===== config.mk =====
export PLATFORM = sky130hd
export DESIGN_NAME = omc_top
export DESIGN_NICKNAME = d
export VERILOG_FILES = /design/src/verilog/omc_pkg.sv /design/src/verilog/omc_top.sv
export SDC_FILE = /design/constraint.sdc
export NUM_CORES = 1
export LEC_CHECK = 0
export BUFFER_PORTS_ARGS = -buffer_cell sky130_fd_sc_hd__buf_4
export CAP_MARGIN = 10
export CORE_MARGIN = 2
export CORE_UTILIZATION = 35
export DETAILED_ROUTE_END_ITERATION = 7
export SLEW_MARGIN = 15
export SYNTH_ARGS = -nofsm -noshare
export SYNTH_HDL_FRONTEND = slang
export SYNTH_SLANG_ARGS = --single-unit

===== constraint.sdc =====
create_clock -name clock_i -period 2.2 [get_ports clock_i]
set_clock_uncertainty 0.2 [all_clocks]
set_input_delay 0.11 -clock clock_i [delete_from_list [all_inputs] [get_ports clock_i]]
set_output_delay 0.11 -clock clock_i [all_outputs]
set_load 0.01 [all_outputs]

===== src/verilog/omc_pkg.sv =====
// oscillator and operating-mode control: shared constants and types
// assumes a single 250 MHz system clock; oscillator cycles arrive as enable pulses
package omc_pkg;
    // register index as printed, byte address is four times the index
    localparam logic [11:0] OMC_MODE_IDX = 12'h0ca;
    localparam logic [11:0] OMC_MODE_ADDR = 12'(OMC_MODE_IDX << 2);
    localparam logic [7:0] OMC_MODE_RESET = 8'h00;
    localparam logic [7:0] OMC_MODE_WMASK = 8'h1e;
    // field positions
    localparam int OMC_STOP_BIT = 1;
    localparam int OMC_SLOW_BIT = 2;
    localparam int OMC_CPUM_LO = 3;
    localparam int OMC_CPUM_HI = 4;
    // cpu mode field encodings
    localparam logic [1:0] OMC_CPUM_NORMAL = 2'h0;
    localparam logic [1:0] OMC_CPUM_SLEEP = 2'h1;
    localparam logic [1:0] OMC_CPUM_GREEN = 2'h2;
    // timing counts, in oscillator cycles
    localparam logic [11:0] OMC_CFG_CYC = 12'h800;
    localparam logic [11:0] OMC_WARM_XTAL_CYC = 12'h800;
    localparam logic [11:0] OMC_WARM_RC_CYC = 12'h020;
    // high clock configuration option
    typedef enum logic [2:0] {
        OMC_OPT_FAST_ONLY,
        OMC_OPT_FAST_RTC,
        OMC_OPT_EXT_RC,
        OMC_OPT_XTAL_32K,
        OMC_OPT_XTAL_12M,
        OMC_OPT_XTAL_4M
    } omc_opt_e;
    // operating mode reported to the system
    typedef enum logic [1:0] {
        OMC_MODE_NORMAL,
        OMC_MODE_SLOW,
        OMC_MODE_GREEN,
        OMC_MODE_PDOWN
    } omc_mode_e;
endpackage : omc_pkg


===== src/verilog/omc_top.sv =====
// oscillator run/stop, system clock select and cpu operating-mode sequencer
// assumes hosc_tick_i/lrc_tick_i are one-cycle enables on clock_i, one per
// oscillator cycle; port_lvl_i comes from pins and is synchronised here
//
// Local design decision: the Avalon-MM interface to the registers.
`timescale 1ns/1ns
// Operation
// (RULE_01) stop bit halts fast oscillator, slow rc runs
// (RULE_02) stop bit zero keeps fast source running
// (RULE_03) stop effect follows the high clock option
// (RULE_04) slow select bit picks slow rc clock
// (RULE_05) cpu mode field: normal, sleep, green, reserved
// (RULE_06) reset waits 2048 fast cycles warm-up
// (RULE_07) sleep wake waits 2048 crystal, 32 rc
// (RULE_08) exactly four modes: normal, slow, sleep, green
// (RULE_09) sleep stops all oscillators; green keeps clock
// (RULE_10) power-up waits 2048 slow rc cycles first
// (RULE_11) sleep wake clears sleep bit, normal mode
// (RULE_12) green wake clears the green bit
// (RULE_13) sleep exits only by port change, reset
// (RULE_14) green wakes by port or timer, returns
module omc_top
    import omc_pkg::*;
#(
    parameter int PORT_W = 8
) (
    input wire logic clock_i, // 250 MHz system clock
    input wire logic resetn_i, // async reset, active low
    input wire logic [11:0] address_i, // avalon byte address
    input wire logic read_i, // avalon read
    input wire logic write_i, // avalon write
    input wire logic [3:0] byteenable_i, // avalon byte enables
    input wire logic [31:0] writedata_i, // avalon write data
    output logic [31:0] readdata_o, // avalon read data
    output logic waitrequest_o, // avalon wait request
    input wire logic [2:0] high_clk_option_i, // high clock option strap
    input wire logic hosc_tick_i, // one fast oscillator cycle
    input wire logic lrc_tick_i, // one slow rc cycle
    input wire logic [PORT_W-1:0] port_lvl_i, // wake-capable port pins
    input wire logic timer_wake_i, // wake-enabled timer overflow
    output logic internal_fast_rc_en_o, // internal fast rc enable
    output logic rtc_crystal_en_o, // 32768 Hz rtc crystal enable
    output logic external_fast_osc_en_o, // external fast oscillator enable
    output logic internal_slow_rc_en_o, // internal slow rc enable
    output logic slow_clock_select_o, // system clock from slow rc
    output logic cpu_run_o, // instruction execution allowed
    output logic [1:0] op_mode_o // omc_mode_e operating mode
);
    typedef enum logic [2:0] {ST_CONFIG, ST_WARM, ST_RUN, ST_SLEEP, ST_GREEN, ST_WAKE} omc_st_e;

    omc_st_e state_r;
    omc_opt_e opt_r;
    logic high_osc_stop_r;
    logic slow_clock_select_r;
    logic [1:0] cpu_mode_field_r;
    logic [11:0] cnt_r;
    logic [PORT_W-1:0] port_s1_r, port_s2_r, port_s3_r;
    logic ack_r;
    logic [31:0] readdata_r;
    logic req, hit, wr_fire, port_change, fast_on, xtal_opt, tick, cnt_last;
    logic [11:0] cnt_target;

    // true when the option drives an external crystal or resonator
    function automatic logic is_xtal(input omc_opt_e o);
        return (o == OMC_OPT_XTAL_32K) || (o == OMC_OPT_XTAL_12M) || (o == OMC_OPT_XTAL_4M);
    endfunction : is_xtal

    // bus slave: one wait state, data registered for the accepting edge
    // a write lands only on the accepting edge, when waitrequest is low
    assign req = read_i | write_i;
    assign hit = (address_i == OMC_MODE_ADDR);
    assign waitrequest_o = req & ~ack_r;
    assign wr_fire = write_i & ack_r & hit & byteenable_i[0];
    assign readdata_o = readdata_r;

    always_ff @(posedge clock_i or negedge resetn_i) begin
        if (!resetn_i) begin
            ack_r <= 1'b0;
            readdata_r <= 32'h0;
        end else begin
            ack_r <= req & ~ack_r;
            if (read_i & ~ack_r) begin
                readdata_r <= hit ? {24'h0, 3'h0, cpu_mode_field_r, slow_clock_select_r,
                                     high_osc_stop_r, 1'b0} : 32'h0;
            end
        end
    end

    // option strap sampled on every cycle while configuring, held once warm-up starts
    always_ff @(posedge clock_i or negedge resetn_i) begin
        if (!resetn_i) begin
            opt_r <= OMC_OPT_FAST_ONLY;
        end else if (state_r == ST_CONFIG) begin
            opt_r <= omc_opt_e'(high_clk_option_i);
        end
    end

    // port level-change detect behind a two-stage synchroniser
    always_ff @(posedge clock_i or negedge resetn_i) begin
        if (!resetn_i) begin
            port_s1_r <= '0;
            port_s2_r <= '0;
            port_s3_r <= '0;
        end else begin
            port_s1_r <= port_lvl_i;
            port_s2_r <= port_s1_r;
            port_s3_r <= port_s2_r;
        end
    end
    assign port_change = |(port_s2_r ^ port_s3_r);

    // warm-up and configuration counting
    assign xtal_opt = is_xtal(opt_r);
    assign tick = (state_r == ST_CONFIG) ? lrc_tick_i : hosc_tick_i;
    always_comb begin
        case (state_r)
            ST_CONFIG: cnt_target = OMC_CFG_CYC; // RULE_10
            ST_WAKE: cnt_target = xtal_opt ? OMC_WARM_XTAL_CYC : OMC_WARM_RC_CYC; // RULE_07
            default: cnt_target = OMC_WARM_XTAL_CYC; // RULE_06
        endcase
    end
    assign cnt_last = tick && (cnt_r == cnt_target - 12'h001);

    always_ff @(posedge clock_i or negedge resetn_i) begin
        if (!resetn_i) begin
            cnt_r <= 12'h0;
        end else if (state_r != ST_CONFIG && state_r != ST_WARM && state_r != ST_WAKE) begin
            cnt_r <= 12'h0;
        end else if (cnt_last) begin
            cnt_r <= 12'h0;
        end else if (tick) begin
            cnt_r <= cnt_r + 12'h001;
        end
    end

    // operating-mode sequencer
    always_ff @(posedge clock_i or negedge resetn_i) begin
        if (!resetn_i) begin
            state_r <= ST_CONFIG;
        end else begin
            case (state_r)
                ST_CONFIG: if (cnt_last) state_r <= ST_WARM; // RULE_10
                ST_WARM: if (cnt_last) state_r <= ST_RUN; // RULE_06
                ST_RUN: begin
                    if (cpu_mode_field_r == OMC_CPUM_SLEEP) begin
                        state_r <= ST_SLEEP; // RULE_05
                    end else if (cpu_mode_field_r == OMC_CPUM_GREEN) begin
                        state_r <= ST_GREEN; // RULE_05
                    end
                end
                ST_SLEEP: if (port_change) state_r <= ST_WAKE; // RULE_13
                ST_WAKE: if (cnt_last) state_r <= ST_RUN; // RULE_07
                ST_GREEN: if (port_change || timer_wake_i) state_r <= ST_RUN; // RULE_14
                default: state_r <= ST_RUN;
            endcase
        end
    end

    // control register; a software write in the same cycle wins over hardware clear
    always_ff @(posedge clock_i or negedge resetn_i) begin
        if (!resetn_i) begin
            {cpu_mode_field_r, slow_clock_select_r, high_osc_stop_r} <= OMC_MODE_RESET[4:1];
        end else if (wr_fire) begin
            high_osc_stop_r <= writedata_i[OMC_STOP_BIT];
            slow_clock_select_r <= writedata_i[OMC_SLOW_BIT];
            cpu_mode_field_r <= writedata_i[OMC_CPUM_HI:OMC_CPUM_LO];
        end else if (state_r == ST_SLEEP && port_change) begin
            cpu_mode_field_r[0] <= 1'b0; // RULE_11
            slow_clock_select_r <= 1'b0; // RULE_11
            high_osc_stop_r <= 1'b0; // RULE_11
        end else if (state_r == ST_GREEN && (port_change || timer_wake_i)) begin
            cpu_mode_field_r[1] <= 1'b0; // RULE_12
        end
    end

    // oscillator enables per mode and option
    always_comb begin
        case (state_r)
            ST_CONFIG: fast_on = 1'b0;
            ST_WARM, ST_WAKE: fast_on = 1'b1;
            ST_SLEEP: fast_on = 1'b0; // RULE_09
            default: fast_on = ~high_osc_stop_r; // RULE_01 RULE_02
        endcase
    end
    assign internal_fast_rc_en_o = fast_on &&
        (opt_r == OMC_OPT_FAST_ONLY || opt_r == OMC_OPT_FAST_RTC); // RULE_03
    assign rtc_crystal_en_o = fast_on && (opt_r == OMC_OPT_FAST_RTC); // RULE_03
    assign external_fast_osc_en_o = fast_on &&
        (opt_r != OMC_OPT_FAST_ONLY) && (opt_r != OMC_OPT_FAST_RTC); // RULE_03
    assign internal_slow_rc_en_o = (state_r != ST_SLEEP); // RULE_01 RULE_09
    assign slow_clock_select_o = slow_clock_select_r; // RULE_04
    assign cpu_run_o = (state_r == ST_RUN); // RULE_09
    always_comb begin
        case (state_r)
            ST_SLEEP: op_mode_o = OMC_MODE_PDOWN; // RULE_08
            ST_GREEN: op_mode_o = OMC_MODE_GREEN;
            default: op_mode_o = slow_clock_select_r ? OMC_MODE_SLOW : OMC_MODE_NORMAL;
        endcase
    end
endmodule : omc_top


Word-level counts from Yosys, hierarchy flattened
Cells that the tools add are included.
W data, S select, Z words.
{ "word_totals": {"register_bits": 79, "in_bits": 66} }
{ "classes": {"n_addsub": 2, "n_eq_ne": 23, "mux": 23, "bitwise_logic": 9, "n_reduce_logical": 25} }
{ "ops": {"columns": ["operator", "count"], "rows": [
  ["$mux W12", 5],
  ["$mux W3", 6],
  ["$pmux W3 S5", 1],
  ["$add A12 B1 Y12 const B", 1],
  ["$eq A12 B10 Y1 const B", 1],
  ["$eq A12 B12 Y1", 1],
  ["$eq A3 B3 Y1 const B", 4],
  ["$sub A12 B1 Y12 const B", 1],
  ["$eq A3 B2 Y1 const B", 3],
  ["$logic_and A1 B1 Y1", 9],
  ["$ne A3 B1 Y1 const B", 3],
  ["$reduce_bool A3 Y1", 3],
  ["$ne A2 B2 Y1 const B", 4],
  ["$reduce_or A8 Y1", 1],
  ["$xor A8 B8 Y8", 1],
  ["$mux W1", 7],
  ["$eq A3 B1 Y1 const B", 2],
  ["$logic_not A3 Y1", 2],
  ["$and A1 B1 Y1", 5],
  ["$mux W5", 1],
  ["$reduce_and A5 Y1", 1],
  ["$logic_or A1 B1 Y1", 4],
  ["$pmux W2 S2", 1],
  ["$reduce_bool A2 Y1", 2],
  ["11 further kinds", 13]
]} }

Depth between registers and ports, before layout
Gate-level depths: netlist of the first run.
{ "depth": {"word_depth": 10, "mapped_depth": 7, "depth_no_buf": 6} }

Worst setup path before layout of the first run
Ideal clock, no wire load.
{ "synth_timing": {"path_type": "register -> register", "start": "reg cnt_r[6]", "end": "reg state_r[2]", "setup_ns": 0.131, "arrival_ns": 1.636, "required_ns": 1.869, "setup_slack_ns": 0.233, "path_stages_with_launch": 6, "n_path_buf": 0, "period_less_slack_ns": 1.967, "cell_sequence": "dfrtp_1 > or4b_1 > nor4_2 > mux2i_2 > o21ai_2 > a31oi_1"} }
{ "synth_between": {"elab_chain_len": 4, "word_cells_on_any_way": 5} }
{ "synth_lines": {"columns": ["item", "line", "source"], "rows": [
  ["start: declaration", "omc_top.sv:56", "logic [11:0] cnt_r;"],
  ["start signal: assignment", "omc_top.sv:132", "cnt_r <= cnt_r + 12'h001;"],
  ["$eq A12 B12 Y1 *", "omc_top.sv:122", "assign cnt_last = tick && (cnt_r == cnt_target - 12'h001);"],
  ["$logic_and A1 B1 Y1 *", "omc_top.sv:122", null],
  ["$ne A2 B2 Y1 (no source line) / $ne A2 B1 Y1 (equally long branches)", null, null],
  ["$reduce_and A5 Y1 (no source line) *", null, null],
  ["end signal: assignment", "omc_top.sv:139", "state_r <= ST_CONFIG;"],
  ["end signal: assignment", "omc_top.sv:142", "ST_CONFIG: if (cnt_last) state_r <= ST_WARM;"],
  ["end signal: assignment", "omc_top.sv:143", "ST_WARM: if (cnt_last) state_r <= ST_RUN;"],
  ["end: declaration", "omc_top.sv:51", "omc_st_e state_r;"]
]} }
Every way passes the cells marked *; elsewhere a longest branch is shown, timed or not.
A chain may end at the register's enable or synchronous reset.

Worst setup path after layout of the first run
{ "layout_timing": {"start": "reg cnt_r[6]", "end": "reg state_r[0]"} }
Same word-level chain as after synthesis.

==> key figures, run 1 <==
Clocking
  • Max clock buf depth: 2
  • Clock Pin Slew Worst Setup and Hold Paths: 0.09 ns
  • # Post-CTS Setup Buffers: 0
  • CTS tree: yes
  • Worst skew pair latency: 0.30 ns
  • CTS H-tree lvls: 2
  • Root buffer cell: clkbuf_8
  • CTS sink cnt: 51
  • Total CTS buffers: 5

Synthesis
  • Synthesized cell area: 2460 um2
  • Cell variety after synth: 47
  • Area share of the largest cell type after synthesis: 51.8%
  • Register area share after synthesis: 51.8%
  • Ys async rst share: 100%
  • Post-synth EDFFs: 0
  • Main area contributors after synthesis: dfrtp_1 (52%), buf_4 (8.8%), nor2_1 (3.7%)
  • Synth Register Bits: 51
  • Post-Syn Instances: 232
  • Syn. warnings: 0
  • Primary FF master, synth: dfrtp_1
  • Avg Inst Size Synth: 10.6 um2
  • Most frequent cells after synthesis: dfrtp_1 (51), buf_4 (29), nor2_1 (24), nand2_1 (17), o21ai_0 (11)
  • Area leader, netlist: dfrtp_1
  • Most frequent cell after synthesis: dfrtp_1

Layout
  • Final nets: 379
  • Area growth syn-to-layout: 29.0%
  • Utilization after layout: 46.7%
  • Ant. Diodes: 0
  • Layout cell share with drive strength beyond 1: 24.6%
  • Finished Cell Area: 3180 um2

Route
  • Vias/cell: 4.58
  • # DRC: 0
  • DR vias: 1875
  • Antenna-violating nets left: 0
  • Detailed Route WL: 4950 um
  • DR iter-0 viols: 142
  • Pre-antenna DRT Iters: 4
  • Routed wire per std cell: 12.1 um

STA
  • Unrepaired setup endpoints after global routing: false
  • Endpoints failing setup: 0
  • Final setup TNS: 0 ns
  • Fin crit period: 2.10 ns
  • Fmax: 0.476 GHz
  • Relative slew slack: 57.9%
  • Worst Max-Slew Pin Slew: 0.631 ns
  • Final worst path period share: 95.5%
  • Slew Limit Fails: 0
  • Fin. Hold Viols: 0

Job
  • Max cap viols: 0

Placement
  • Port Buffers: 47
  • Post-DP HPWL: 3450 um
  • Final GP Congestion: 0.869
  • Placed cell areas: 2890 um2

Floorplan
  • # IOs: 107
  • Die X: 87.9 um
  • Core area: 6790 um2
  • Die Ht: 87.9 um
  • Initial Util: 36.2%
  • Cell row count: 30
  • Die ar.: 7720 um2

Setup path
  • Flop2flop setup slack: 0.1 ns
  • Worst Path Required: 2.21 ns
  • Worst r2r dst: state_r[0]
  • CP Class: reg -> reg
  • Crit Reg-Reg Startpoint: cnt_r[6]
  • Critical path data arrival time: 2.11 ns
  • CP max FO: 6
  • Worst setup startpoint: cnt_r[6]
  • Worst setup SP type: flip-flop
  • Register-to-Register Path Depth: 6
  • Critical Path End: state_r[0]
  • Worst Setup End Kind: flip-flop

Power
  • Peak supply drop: 0.482 mV
  • LEAKAGE: 1.44 nW
  • PwrDens: 761 nW/um2

Global route
  • First-pass GRT wire length: 8040 um
  • Overall routing resource usage: 13.2%
  • Largest net degree at the start of global routing: 52
  • Initial antenna violation count: 0
  • GRT Residual Overflow: 0
  • Vias in the first global route: 1798

Min path
  • Hold Crit Class: in -> reg
  • Min-delay src: hosc_tick_i
  • Hold Path Cell Cnt: 3

Run status
  • Status: finished, final reports clean
-- per-layer routing --
layer  vias up  GRT usage, %  wire length (um)
met5         -             0                 0
met1       891          18.0              2280
met3         9          3.02               228
met4         0          4.20                63
met2        57          21.0              2370
li1        918             -                 -
-- sequential cells by signal, indices dropped and copies added (netlist names) --
signal and count:
slow_clock_select_o 1, opt_r 3, cpu_mode_field_r 2, state_r 3, cnt_r 12, port_s3_r 8, high_osc_stop_r 1, port_s1_r 8
readdata_o 4, port_s2_r 8, ack_r 1
-- cell usage in the layout, fill, tap and decap left out, types with 6 or more instances in the layout --
master	count
dfrtp_1	51
nand2_1	17
dlygate4sd3_1	19
xnor2_1	9
buf_4	59
nor2_1	24
o21ai_0	11
nor3_1	6
conb_1	28
xor2_1	7
nand3_1	8
a21oi_1	6
-- power breakdown --
group / total (W) / internal, W / switching, W
clock: 0.000539 / 0.000229 / 0.000310
combinational: 0.000803 / 0.000392 / 0.000412
sequential: 0.00107 / 0.00102 / 0.0000541
total: 0.00242 / 0.00164 / 0.000776
-- cell families after synthesis --
kind of cell,Yosys count,share of synthesized area [%]
multiplexers,7,3.35
buffers and inverters,35,10.1
XOR/XNOR,16,5.69
other,1,0.152
flip-flops,51,51.8
adder cells (fa/ha/maj),1,0.508
AO/OA/AOI/OAI,36,9.45
AND/OR/NAND/NOR,85,18.9
-- final cells by class --
type	instances	area (um2)
fillers	643	3620
flip-flops and latches	51	1280
multi-input cells	173	1040
repair buffers	78	633
well taps	96	120
clock buffers	6	72.6
clock inverters	2	17.5
inverters	3	11.3
-- worst min-delay path by stage --
stage	slack, ns	to
final	0.03	cnt_r[9]
after global routing	0.05	state_r[1]
after CTS	0.03	cnt_r[9]
after global placement	-0.02	port_s1_r[0]
after floorplan	-0.39	ack_r
after detailed placement	-0.01	port_s1_r[7]
-- critical path, cell delays in order (launching register included) --
cell and delay, ns:
dfrtp_1 0.39, or4b_1 0.55, nor4_2 0.25, mux2i_2 0.18, buf_4 0.17, o22a_2 0.20, o21ai_0 0.07
-- timing repair --
| action | 4_1_cts | 5_1_grt |
|---|---|---|
| hold buffers | 19 | 0 |
| gates resized for setup | 0 | 1 |
| endpoints found under the setup margin | 0 | 1 |
| endpoints found under the hold margin | 67 | 0 |
-- per-stage QoR --
stage	instances	power, W	worst slack, ns	hold slack (ns)
floorplan	259	0.00161	0.233	-0.386
global route	409	0.00257	0.0161	0.0539
detailed placement	382	0.00188	0.110	-0.0139
global placement	382	0.00186	0.116	-0.0177
finish	409	0.00242	0.0997	0.0344
CTS	409	0.00245	0.0666	0.0281
No activity file was read; power rests on OpenSTA's default activity.
==> run 2: changes to the inputs <==
--- a/config.mk
+++ b/config.mk
@@ -5,6 +5,7 @@
 export SDC_FILE = /design/constraint.sdc
 export NUM_CORES = 1
 export LEC_CHECK = 0
+export ABC_AREA = 1
 export BUFFER_PORTS_ARGS = -buffer_cell sky130_fd_sc_hd__buf_4
 export CAP_MARGIN = 10
 export CORE_MARGIN = 2
==> constraint.sdc (replaced) <==
create_clock -name clock_i -period 1.9 [get_ports clock_i]
set_clock_uncertainty 0.2 [all_clocks]
set_input_delay 0.095 -clock clock_i [delete_from_list [all_inputs] [get_ports clock_i]]
set_output_delay 0.095 -clock clock_i [all_outputs]
set_load 0.01 [all_outputs]
==> run 2 against run 1 <==
Against the previous run: via count up 10%; non-clock buffer count increased by 3; critical endpoint is now rtc_crystal_en_o; final area up 5.9%; largest power group unchanged; highest routed layer unchanged.
==> key figures, run 2 <==
Layout
  • Largest Register: cnt_r
  • Layout cell share with drive strength beyond 1: 21.3% (-3.3 points)
  • # fillers: 695 (+8.1%)
  • Most frequent cells in the layout: nand2_1 (72), buf_4 (55), dfrtp_1 (51), inv_1 (34), conb_1 (28)
  • Final nets: 455 (+20%)
  • Finished Cell Area: 3360 um2 (+5.9%)
  • Ant. Diodes: 0 (unchanged)
  • Area growth syn-to-layout: 31.1%
  • Commonest non-fill, non-tap cell in the layout: nand2_1
  • Utilization after layout: 46.9% (+0.13 points)
  • Max reg flops: 12 (unchanged)

Global route
  • Largest net degree at the start of global routing: 52 (unchanged)
  • Overall routing resource usage: 12.6% (-0.59 points)
  • Initial antenna violation count: 0 (unchanged)
  • GRT Residual Overflow: 0 (unchanged)
  • First-pass GRT wire length: 7950 um (-1.1%)
  • Vias in the first global route: 1945 (+8.2%)

STA
  • Fin. Hold Viols: 0 (unchanged)
  • Worst Max-Slew Pin Slew: 0.626 ns (-0.00583 ns)
  • Unrepaired setup endpoints after global routing: true
  • Slew Limit Fails: 0 (unchanged)
  • Fin crit period: 1.83 ns
  • Worst Slack Setup Final: 0.0685 ns (-0.0312 ns)
  • Fmax: 0.546 GHz
  • Relative slew slack: 58.3% (+0.39 points)
  • Endpoints failing setup: 0 (unchanged)
  • Final worst path period share: 96.4%

Placement
  • Final GP Congestion: 0.828 (-4.7%)
  • Post-DP HPWL: 3410 um (-0.93%)
  • Place WS: 0.113 ns (+0.00225 ns)
  • Placed cell areas: 2980 um2 (+3.2%)
  • Port Buffers: 47 (unchanged)

Route
  • Vias/cell: 4.24 (-7.5%)
  • DR iter-0 viols: 87 (-39%)
  • Antenna-violating nets left: 0 (unchanged)
  • Pre-antenna DRT Iters: 4 (unchanged)
  • DR vias: 2070 (+10%)
  • Routed wire per std cell: 9.75 um (-19%)
  • Detailed Route WL: 4760 um (-3.7%)
  • # DRC: 0 (unchanged)

Floorplan
  • Cell row count: 31 (+3.3%)
  • Die X: 89.6 um (+2.0%)
  • Initial Util: 35.8% (-0.48 points)
  • Die Ht: 89.6 um (+2.0%)
  • Die ar.: 8030 um2 (+4.0%)
  • # IOs: 107 (unchanged)
  • Core area: 7180 um2 (+5.6%)

Setup path
  • Critical path data arrival time: 1.54 ns (-0.57 ns)
  • Worst Setup End Kind: output port
  • Worst setup SP type: flip-flop
  • CP max FO: 5 (-1)
  • CP Class: reg -> out
  • Worst Path Required: 1.60 ns (-0.61 ns)

Synthesis
  • Avg Inst Size Synth: 8.50 um2 (-20%)
  • Main area contributors after synthesis: dfrtp_1 (50%), nand2_1 (11%), buf_4 (8.2%)
  • Post-Syn Instances: 302 (+30%)
  • Most frequent cell after synthesis: nand2_1
  • Area leader, netlist: dfrtp_1
  • Cell variety after synth: 29 (-38%)
  • Synthesized cell area: 2570 um2 (+4.2%)
  • Most frequent cells after synthesis: nand2_1 (73), dfrtp_1 (51), inv_1 (36), buf_4 (28), nor2_1 (28)
  • Register area share after synthesis: 49.7% (-2.1 points)
  • Ys async rst share: 100% (unchanged)
  • Syn. warnings: 0 (unchanged)
  • Primary FF master, synth: dfrtp_1
  • Area share of the largest cell type after synthesis: 49.7% (-2.1 points)
  • Post-synth EDFFs: 0 (unchanged)
  • Synth Register Bits: 51 (unchanged)

Job
  • Max cap viols: 0 (unchanged)

Clocking
  • CTS tree: yes
  • CTS H-tree lvls: 2 (unchanged)
  • Clock Pin Slew Worst Setup and Hold Paths: 0.10 ns (about the same)
  • Worst skew pair latency: 0.30 ns (about the same)
  • Max clock buf depth: 2 (unchanged)
  • CTS sink cnt: 51 (unchanged)
  • Total CTS buffers: 5 (unchanged)
  • Root buffer cell: clkbuf_8

Min path
  • Hold Crit Class: in -> reg

Run status
  • Status: finished, final reports clean

Power
  • Peak supply drop: 0.422 mV (-12%)
  • PwrDens: 892 nW/um2 (+17%)
  • LEAKAGE: 1.66 nW (+15%)
## run 2: changes by cell type after synthesis, moves of 4 or more
| cell | before | now |
|---|---|---|
| nand4_1 | 4 | 9 |
| inv_1 | 3 | 36 |
| o21ai_1 | 1 | 7 |
| nand2_1 | 17 | 73 |
| xnor2_1 | 9 | 4 |
| a22o_1 | 5 | 0 |
| o21ai_0 | 11 | 5 |
| nand3_1 | 8 | 20 |
| nor2_1 | 24 | 28 |
## run 2: logic make-up after synthesis
group,Yosys count,synth area share (%)
simple gates,147,25.9
buf+inv,68,14.3
flops,51,49.7
compound gates,24,5.95
xor+xnor,10,3.41
fa+ha+maj,1,0.487
other cells,1,0.146
## run 2: cell type report
class	instances	area [um2]	area share [%]
Sequential cell	51	1280	37.9
Inverter	39	146	4.35
Tap cell	99	124	3.68
Clock buffer	5	68.8	2.05
Multi-Input combinational cell	210	1050	31.1
Clock inverter	3	28.8	0.856
Timing Repair Buffer	81	673	20.0
## run 2: what timing repair did
item                                   4_1_cts  5_1_grt
buffers inserted                             0        0
setup endpoints to repair                    3       10
endpoints found under the hold margin       72        0
hold buffers                                26        0
gates resized for setup                      3        5
## run 2: power by group
group / internal (W) / switching [W]
sequential: 0.00120 / 0.0000683
combinational: 0.000425 / 0.000634
clock: 0.000279 / 0.000391
## run 2: final timing paths
kind,from,to,slack (ns),depth (start not counted)
min reg2reg,port_s1_r[2],port_s2_r[2],0.16,0
max in group asynchronous,resetn_i,cnt_r[7],0.92,2
max reg2reg,cnt_r[1],state_r[2],0.15,10
max,state_r[1],rtc_crystal_en_o,0.07,7
min,hosc_tick_i,cnt_r[1],0.02,6
min in group asynchronous,resetn_i,port_s1_r[2],0.15,2
## run 2: per-stage QoR
stage / instances / hold WS, ns / TNS, ns / total power (W)
3_5_place_dp: 454 / -0.0399 / 0 / 0.00229
6_report: 488 / 0.0216 / 0 / 0.00300
5_1_grt: 488 / 0.0461 / -0.0279 / 0.00323
2_1_floorplan: 329 / -0.401 / 0 / 0.00198
4_1_cts: 488 / 0.00887 / 0 / 0.00302
3_3_place_gp: 454 / -0.0398 / 0 / 0.00228
## run 2: per-layer routing
| metal | vias to the layer above | part of all wire, % | GRT usage, % |
|---|---|---|---|
| met4 | 0 | 0.86 | 3.66 |
| met5 | - | 0 | 0 |
| li1 | 1076 | - | - |
| met2 | 65 | 48 | 22.1 |
| met3 | 2 | 5.6 | 3.11 |
| met1 | 927 | 46 | 15.4 |
## run 2: critical path, stage by stage (launching register included)
cell     delay [ns]
dfrtp_1        0.40
buf_4          0.16
nand2_2        0.10
nor2_2         0.06
inv_2          0.12
nand3_2        0.11
nor3_1         0.15
buf_4          0.15
